[config.mk]
export PLATFORM = sky130hd
export DESIGN_NAME = usb_error_irq
export DESIGN_NICKNAME = d
export VERILOG_FILES = /design/src/hdl/usb_err_pkg.sv /design/src/hdl/alias_reg.sv /design/src/hdl/err_gate.sv /design/src/hdl/usb_error_irq.sv
export SDC_FILE = /design/constraint.sdc
export NUM_CORES = 1
export LEC_CHECK = 0
export BUFFER_PORTS_ARGS = -buffer_cell sky130_fd_sc_hd__buf_4
export CORE_MARGIN = 2
export CORE_UTILIZATION = 40
export CTS_CLUSTER_SIZE = 16
export DETAILED_ROUTE_END_ITERATION = 12
export HOLD_SLACK_MARGIN = 0.06
export PLACE_DENSITY = 0.71
export SYNTH_ARGS = -nofsm -noshare
export SYNTH_HDL_FRONTEND = slang
export SYNTH_SLANG_ARGS = --single-unit
export TNS_END_PERCENT = 20
[constraint.sdc]
create_clock -name clk_i -period 1.4 [get_ports clk_i]
set_input_delay 0.21 -clock clk_i [delete_from_list [all_inputs] [get_ports clk_i]]
set_output_delay 0.21 -clock clk_i [all_outputs]
set_load 0.03 [all_outputs]
[src/hdl/usb_err_pkg.sv]
// Constants, types and address decode for the USB error interrupt block.
// Assumes a 32-bit register port with byte addresses, one word per register.
package usb_err_pkg;

    localparam int ADDR_W = 8;
    localparam int DATA_W = 32;
    localparam int FLAG_W = 8;

    // Register bases; each has clear, set and invert aliases above it
    localparam logic [7:0] OFS_ERR_FLAG = 8'h00;
    localparam logic [7:0] OFS_ERR_MASK = 8'h10;
    localparam logic [7:0] OFS_MOD_EN   = 8'h20;
    localparam logic [7:0] OFS_MOD_FLAG = 8'h30;

    localparam logic [3:0] ALIAS_BASE = 4'h0;
    localparam logic [3:0] ALIAS_CLR  = 4'h4;
    localparam logic [3:0] ALIAS_SET  = 4'h8;
    localparam logic [3:0] ALIAS_INV  = 4'hC;
    localparam logic [7:0] BASE_MASK  = 8'hF0;

    // Error flag and enable positions, shared layout
    localparam int BIT_STUFFING  = 7;
    localparam int BIT_MATRIX    = 6;
    localparam int BIT_XFER_ENG  = 5;
    localparam int BIT_TURNAROUND = 4;
    localparam int BIT_FIELD_SIZE = 3;
    localparam int BIT_DATA_CRC  = 2;
    localparam int BIT_TOKEN_FRAME = 1;
    localparam int BIT_PACKET_ID = 0;

    localparam int MOD_ERR_EN_BIT = 1;
    localparam int MOD_FLAG_BIT   = 0;

    // Implemented bits and reset values
    localparam logic [7:0] IMPL_ALL      = 8'hFF;
    localparam logic [7:0] IMPL_MOD_EN   = 8'h02;
    localparam logic [7:0] IMPL_MOD_FLAG = 8'h01;
    localparam logic [7:0] RST_ERR_FLAG  = 8'h00;
    localparam logic [7:0] RST_ERR_MASK  = 8'h00;
    localparam logic [7:0] RST_MOD_EN    = 8'h00;
    localparam logic [7:0] RST_MOD_FLAG  = 8'h00;
    localparam logic [31:0] RDATA_ZERO   = 32'h0000_0000;

    typedef enum logic [1:0] {
        OP_WRITE,
        OP_CLR,
        OP_SET,
        OP_INV
    } write_op_type;

    function automatic write_op_type alias_op(input logic [ADDR_W-1:0] addr);
        write_op_type op;
        op = OP_WRITE;
        unique case (addr[3:0])
            ALIAS_CLR: op = OP_CLR;
            ALIAS_SET: op = OP_SET;
            ALIAS_INV: op = OP_INV;
            default:   op = OP_WRITE;
        endcase
        return op;
    endfunction

    function automatic logic hits(input logic [ADDR_W-1:0] addr,
                                  input logic [ADDR_W-1:0] base);
        return ((addr & BASE_MASK) == base) && (addr[1:0] == 2'b00);
    endfunction

endpackage

[src/hdl/alias_reg.sv]
// One 8-bit register with write, clear, set and invert access.
// Assumes the caller decodes the address; hardware sets override software.
`timescale 1ns/1ns
module alias_reg #(
    parameter logic [7:0] RESET_VAL = 8'h00,
    parameter logic [7:0] IMPL      = 8'hFF,
    parameter bit         W1C_BASE  = 1'b0
) (
    input  wire logic                      clk_i,
    input  wire logic                      rst_i,
    input  wire logic                      wr_i,
    input  wire usb_err_pkg::write_op_type op_i,
    input  wire logic [7:0]                wdata_i,
    input  wire logic [7:0]                hw_set_i,
    output logic      [7:0]                value_o
);

    typedef struct packed {
        logic [7:0] value;
    } state_type;

    state_type cur_ff;
    state_type nxt_state;

    always_comb begin
        nxt_state = cur_ff;
        if (wr_i) begin
            unique case (op_i)
                usb_err_pkg::OP_WRITE: nxt_state.value = W1C_BASE ?
                    (cur_ff.value & ~wdata_i) : wdata_i;
                usb_err_pkg::OP_CLR:   nxt_state.value = cur_ff.value & ~wdata_i;
                usb_err_pkg::OP_SET:   nxt_state.value = cur_ff.value | wdata_i;
                usb_err_pkg::OP_INV:   nxt_state.value = cur_ff.value ^ wdata_i;
            endcase
        end
        // Set after clear, so an event in the clearing cycle survives
        nxt_state.value = (nxt_state.value | hw_set_i) & IMPL;
    end

    always_ff @(posedge clk_i) begin
        if (rst_i) begin
            cur_ff.value <= RESET_VAL;
        end else begin
            cur_ff <= nxt_state;
        end
    end

    assign value_o = cur_ff.value;

endmodule

[src/hdl/err_gate.sv]
// Enable gating of the eight error flags into one combined error level.
// Assumes flags and enables share one bit layout; purely combinational.
`timescale 1ns/1ns
module err_gate (
    input  wire logic [7:0] flag_i,
    input  wire logic [7:0] enable_i,
    output logic      [7:0] gated_o,
    output logic            combined_o
);

    genvar g;
    generate
        for (g = 0; g < usb_err_pkg::FLAG_W; g++) begin : g_gate
            // Each source passes only with its enable at one
            assign gated_o[g] = flag_i[g] & enable_i[g];
        end
    endgenerate

    assign combined_o = |gated_o;

endmodule

[src/hdl/usb_error_irq.sv]
// USB error interrupt enable block: error flags, their enables, the
// module-level error enable and the module interrupt flag.
// Assumes error pulses and mode come from logic on clk_i.
//
// The plain strobed port and the register offsets were decided locally.
`timescale 1ns/1ns
//////////////////////////////////////////////////////////////////////////////
// Function
// Bit stuff error reaches error interrupt only with enable bit 7 set.
// Bus matrix error passes only with enable bit 6 set.
// Transfer engine error passes only with enable bit 5 set.
// Turnaround time-out error passes only with enable bit 4 set.
// Data field size error passes only with enable bit 3 set.
// Data CRC failure passes only with enable bit 2 set.
// Device mode: bit 1 enables the token CRC error.
// Host mode: the same bit 1 enables the frame end error.
// Packet id check failure passes only with enable bit 0 set.
// Only low eight mask bits exist, reset zero; upper bits read zero.
// Combined error sets module flag only while module error enable is set.
// Clear, set and invert aliases at plus 4, 8 and 12.
// Combined error is OR of each flag AND its enable, every cycle.
// Software sets enables first and clears stale flags before changes.
module usb_error_irq (
    input  wire logic        clk_i,
    input  wire logic        rst_i,
    input  wire logic [7:0]  addr_i,
    input  wire logic [31:0] wdata_i,
    input  wire logic        wr_i,
    input  wire logic        rd_i,
    output logic      [31:0] rdata_o,
    input  wire logic        host_mode_i,
    input  wire logic [7:0]  err_pulse_i,
    input  wire logic        frame_end_err_i,
    output logic      [7:0]  err_flag_o,
    output logic             combined_err_o,
    output logic             module_irq_flag_o,
    output logic             irq_o
);

    //////////////////////////////////////////////////////////////////////////
    // Address decode

    usb_err_pkg::write_op_type op;
    logic                      wr_flag;
    logic                      wr_mask;
    logic                      wr_en;
    logic                      wr_mflag;

    assign op       = usb_err_pkg::alias_op(addr_i);
    assign wr_flag  = wr_i & usb_err_pkg::hits(addr_i, usb_err_pkg::OFS_ERR_FLAG);
    assign wr_mask  = wr_i & usb_err_pkg::hits(addr_i, usb_err_pkg::OFS_ERR_MASK);
    assign wr_en    = wr_i & usb_err_pkg::hits(addr_i, usb_err_pkg::OFS_MOD_EN);
    assign wr_mflag = wr_i & usb_err_pkg::hits(addr_i, usb_err_pkg::OFS_MOD_FLAG);

    //////////////////////////////////////////////////////////////////////////
    // Error flag sources

    logic [7:0] err_set;

    always_comb begin
        err_set = err_pulse_i;
        // One flag position shared by two mode-dependent errors
        err_set[usb_err_pkg::BIT_TOKEN_FRAME] = host_mode_i ?
            frame_end_err_i :
            err_pulse_i[usb_err_pkg::BIT_TOKEN_FRAME];
    end

    //////////////////////////////////////////////////////////////////////////
    // Registers

    logic [7:0] err_flag;
    logic [7:0] err_mask;
    logic [7:0] mod_en;
    logic [7:0] mod_flag;
    logic       combined;
    logic [7:0] mflag_set;

    // Sticky flags; a plain write of ones clears them
    alias_reg #(
        .RESET_VAL (usb_err_pkg::RST_ERR_FLAG),
        .IMPL      (usb_err_pkg::IMPL_ALL),
        .W1C_BASE  (1'b1)
    ) u_err_flag (
        .clk_i    (clk_i),
        .rst_i    (rst_i),
        .wr_i     (wr_flag),
        .op_i     (op),
        .wdata_i  (wdata_i[7:0]),
        .hw_set_i (err_set),
        .value_o  (err_flag)
    );

    alias_reg #(
        .RESET_VAL (usb_err_pkg::RST_ERR_MASK),
        .IMPL      (usb_err_pkg::IMPL_ALL),
        .W1C_BASE  (1'b0)
    ) u_err_mask (
        .clk_i    (clk_i),
        .rst_i    (rst_i),
        .wr_i     (wr_mask),
        .op_i     (op),
        .wdata_i  (wdata_i[7:0]),
        .hw_set_i (8'h00),
        .value_o  (err_mask)
    );

    alias_reg #(
        .RESET_VAL (usb_err_pkg::RST_MOD_EN),
        .IMPL      (usb_err_pkg::IMPL_MOD_EN),
        .W1C_BASE  (1'b0)
    ) u_mod_en (
        .clk_i    (clk_i),
        .rst_i    (rst_i),
        .wr_i     (wr_en),
        .op_i     (op),
        .wdata_i  (wdata_i[7:0]),
        .hw_set_i (8'h00),
        .value_o  (mod_en)
    );

    err_gate u_gate (
        .flag_i     (err_flag),
        .enable_i   (err_mask),
        .gated_o    (),
        .combined_o (combined)
    );

    always_comb begin
        mflag_set = 8'h00;
        mflag_set[usb_err_pkg::MOD_FLAG_BIT] =
            combined & mod_en[usb_err_pkg::MOD_ERR_EN_BIT];
    end

    // Sticky module flag; stays set until software clears it
    alias_reg #(
        .RESET_VAL (usb_err_pkg::RST_MOD_FLAG),
        .IMPL      (usb_err_pkg::IMPL_MOD_FLAG),
        .W1C_BASE  (1'b1)
    ) u_mod_flag (
        .clk_i    (clk_i),
        .rst_i    (rst_i),
        .wr_i     (wr_mflag),
        .op_i     (op),
        .wdata_i  (wdata_i[7:0]),
        .hw_set_i (mflag_set),
        .value_o  (mod_flag)
    );

    //////////////////////////////////////////////////////////////////////////
    // Read port, data valid only in the cycle after the strobe

    typedef struct packed {
        logic [31:0] rdata;
    } state_type;

    state_type cur_ff;
    state_type nxt_state;

    always_comb begin
        nxt_state = '0;
        if (rd_i && addr_i[3:0] == usb_err_pkg::ALIAS_BASE) begin
            unique case (addr_i)
                usb_err_pkg::OFS_ERR_FLAG: nxt_state.rdata = {24'h00_0000, err_flag};
                usb_err_pkg::OFS_ERR_MASK: nxt_state.rdata = {24'h00_0000, err_mask};
                usb_err_pkg::OFS_MOD_EN:   nxt_state.rdata = {24'h00_0000, mod_en};
                usb_err_pkg::OFS_MOD_FLAG: nxt_state.rdata = {24'h00_0000, mod_flag};
                default:                   nxt_state.rdata = usb_err_pkg::RDATA_ZERO;
            endcase
        end
    end

    always_ff @(posedge clk_i) begin
        if (rst_i) begin
            cur_ff.rdata <= usb_err_pkg::RDATA_ZERO;
        end else begin
            cur_ff <= nxt_state;
        end
    end

    //////////////////////////////////////////////////////////////////////////
    // Outputs

    assign rdata_o           = cur_ff.rdata;
    assign err_flag_o        = err_flag;
    assign combined_err_o    = combined;
    assign module_irq_flag_o = mod_flag[usb_err_pkg::MOD_FLAG_BIT];
    assign irq_o             = mod_flag[usb_err_pkg::MOD_FLAG_BIT];

endmodule

==> results.py <==
metrics = {
    "detailed_routing": {
        "drt-total-wl_microns": 5600,
        "via_per_inst": 5.02,
        "drt_drc_violations_left": 0,
        "drt_first_iter_violations": 133,
        "postRouteAntennaNets": 0,
        "firstDrtPassIters": 4,
        "wire_per_inst_microns": 13.2,
        "vias": 2125,
    },
    "critical_path": {
        "worst-setup-path-type": "flop to output pin",
        "crit_path_end_kind": "output pin",
        "path_max_fanout": 2,
        "crit_path_start_kind": "flop",
        "required_ns": 1.19,
        "cp.arrival_ns": 1.27,
        "reg2reg_slack_ns": 0.04,
    },
    "logic_synthesis": {
        "syn_area_sq_um": 2340,
        "synth_edf_count": 0,
        "avgSynthCellArea_sq_um": 8.15,
        "synth_top_family_by_area": "adder cells",
        "synth_compound_area_share_pct": 17.8,
        "ys_types": 47,
        "ys_warn_count": 0,
        "muxShareOfSynthArea_pct": 7.27,
        "synth-seq-area-share_pct": 22.2,
        "async_flop_share_pct": 0,
        "synth_adder_area_share_pct": 19.3,
        "synth-main-ff-cell": "dfxtp_1",
        "synth_xor_area_share_pct": 0,
        "syn_inst": 287,
        "ys_ff_latch": 26,
        "synth_simple_gate_area_share_pct": 17.3,
    },
    "global_routing": {
        "grt_usage_pct": 17.9,
        "overflow": 0,
        "grt_start_max_net_pins": 27,
        "grt_pass1_wl_microns": 9110,
        "antenna_found_initial": 0,
        "first_global_vias": 1927,
    },
    "cts": {
        "cts_hold_buffers": 0,
        "cts.sinks": 26,
        "cts_tree": "built",
        "clk_path_buf_depth": 2,
        "clock_latency_ns": 0.28,
        "cts_made_buffers": 3,
        "clk_pin_slew_ns": 0.10,
        "root_buffer": "clkbuf_8",
        "htree_levels": 1,
    },
    "place": {
        "portBuffers": 48,
        "placed_area_sq_um": 2860,
        "place.gp.congestion": 0.892,
        "dp_hpwl_microns": 4340,
    },
    "power_and_ir_drop": {
        "switching_share_pct": 31.0,
        "peakVddDrop_mv": 0.587,
        "seq_power_share_pct": 39.7,
        "power_density_nw_per_um2": 654,
        "p_int_uw": 1360,
        "total_leakage_power_uw": 0.00141,
        "pwr-share-clk_pct": 32.2,
        "power.switching_uw": 614,
        "combPwrFrac_pct": 28.1,
    },
    "floorplanning": {
        "rows": 27,
        "coreArea_sq_um": 5570,
        "dieArea_sq_um": 6480,
        "die_h_microns": 80.5,
        "io_pins": 97,
        "die_x_microns": 80.5,
        "start_util_pct": 42.0,
    },
    "status": {
        "status": "complete, but fails checks",
        "violations": "setup timing",
    },
    "hold_path": {
        "min_path_type": "input pin to flop",
    },
    "timing": {
        "finalCritPeriodShare_pct": 106,
        "fmax_ghz": 0.676,
        "fin_ws_ns": -0.0789,
        "fin_crit_ns": 1.48,
        "final.setup_skew_ns": 0.00486,
        "rsz0062_at_grt": "true",
        "drv_slew": 0,
        "hold_violations": 0,
        "setup_viol_count_final": 1,
    },
    "finish": {
        "final_common_cell": "buf_4",
        "n_antenna_cell": 0,
        "design_area_sq_um": 3020,
        "fin_nets": 442,
        "final_layout_size_suffix_gt1_share_pct": 31.6,
        "final_core_utilization_pct": 54.3,
        "most-common-layout-cells": "buf_4, ha_1, nor2_1",
        "area_growth_pct": 29.3,
    },
    "flow_run": {
        "drv_cap": 0,
    },
}
## worst paths after layout
check                                           start                     to  cells past startpoint
worst min-delay path                   err_pulse_i[6]  u_err_flag.value_o[6]                      3
worst min register to register  u_err_mask.value_o[4]  u_err_mask.value_o[4]                      2
worst max-delay path            u_err_mask.value_o[7]         combined_err_o                      4
worst max register to register  u_err_mask.value_o[1]  u_err_mask.value_o[1]                      6
## synthesized netlist by cell type (7+ instances only)
cell type / n / area [sq um]
mux2i_1: 17 / 170
dfxtp_1: 26 / 521
nor2_1: 33 / 124
buf_4: 26 / 195
clkbuf_1: 8 / 30.0
a221oi_1: 10 / 87.6
nand2_1: 16 / 60.1
o211ai_1: 7 / 52.6
ha_1: 36 / 450
inv_1: 30 / 113
o21ai_0: 14 / 70.1
## per-stage QoR
step | total power (uW) | hold WS [ns] | setup TNS (ns) | setup slack [ns] | std cells
floorplan | 1180 | 0.383 | -0.0526 | -0.0146 | 310
global placement | 1330 | 0.511 | -2.41 | -0.166 | 418
detailed placement | 1340 | 0.523 | -2.81 | -0.183 | 418
CTS | 1990 | 0.221 | -0.0779 | -0.0435 | 423
global route | 2080 | 0.233 | -0.283 | -0.108 | 423
finish | 1980 | 0.231 | -0.0789 | -0.0789 | 423
## what timing repair did
item	4_1_cts	5_1_grt
buffers inserted	3	0
gates resized for setup	14	20
gates cloned	0	0
endpoints found under the setup margin	2	11
pin swaps	2	10
## state kept, by name, summed over array words and instances, names as in the netlist
| register | flops |
|---|---|
| u_err_mask.value_o | 8 |
| u_err_flag.value_o | 8 |
| u_mod_en.value_o | 1 |
| u_mod_flag.value_o | 1 |
| rdata_o | 8 |
## cell type report
| cell class | instances | area [sq um] |
|---|---|---|
| fill | 545 | 2550 |
| multi-input combinational | 214 | 1590 |
| timing repair buffer | 77 | 614 |
| sequential | 26 | 543 |
| inverter | 30 | 113 |
| tap | 72 | 90.1 |
| clock buffer | 3 | 41.3 |
| clock inverter | 1 | 30.0 |
## cell families (layout without fill, tap and decap cells)
kind of cell / Yosys count / after routing
and+or+nand+nor: 80 / 80
buffers and inverters: 70 / 111
AOI/OAI and AO/OA: 57 / 57
adders and majority gates: 36 / 36
DFF: 26 / 26
muxes: 17 / 17
other: 1 / 24
## routing by layer
layer	up-vias	global-route usage [%]	part of all wire, %
met5	-	0	0
met2	67	30.8	49
li1	1075	-	-
met1	977	23.3	44
met3	6	2.13	6.0
met4	0	4.92	1.1
## critical path: stages (launching register included)
cell and delay (ns):
dfxtp_2 0.33, buf_6 0.11, a22oi_2 0.14, nand4_1 0.21
buf_6 0.20
## power by group through the flow
stage               Sequential, uW  Combinational [uW]  Clock (uW)
floorplan                      834                 351           0
global placement               798                 529           0
detailed placement             798                 544           0
CTS                            786                 546         659
global route                   788                 612         678
finish                         784                 557         637
Power figures use the tool's default switching activity.
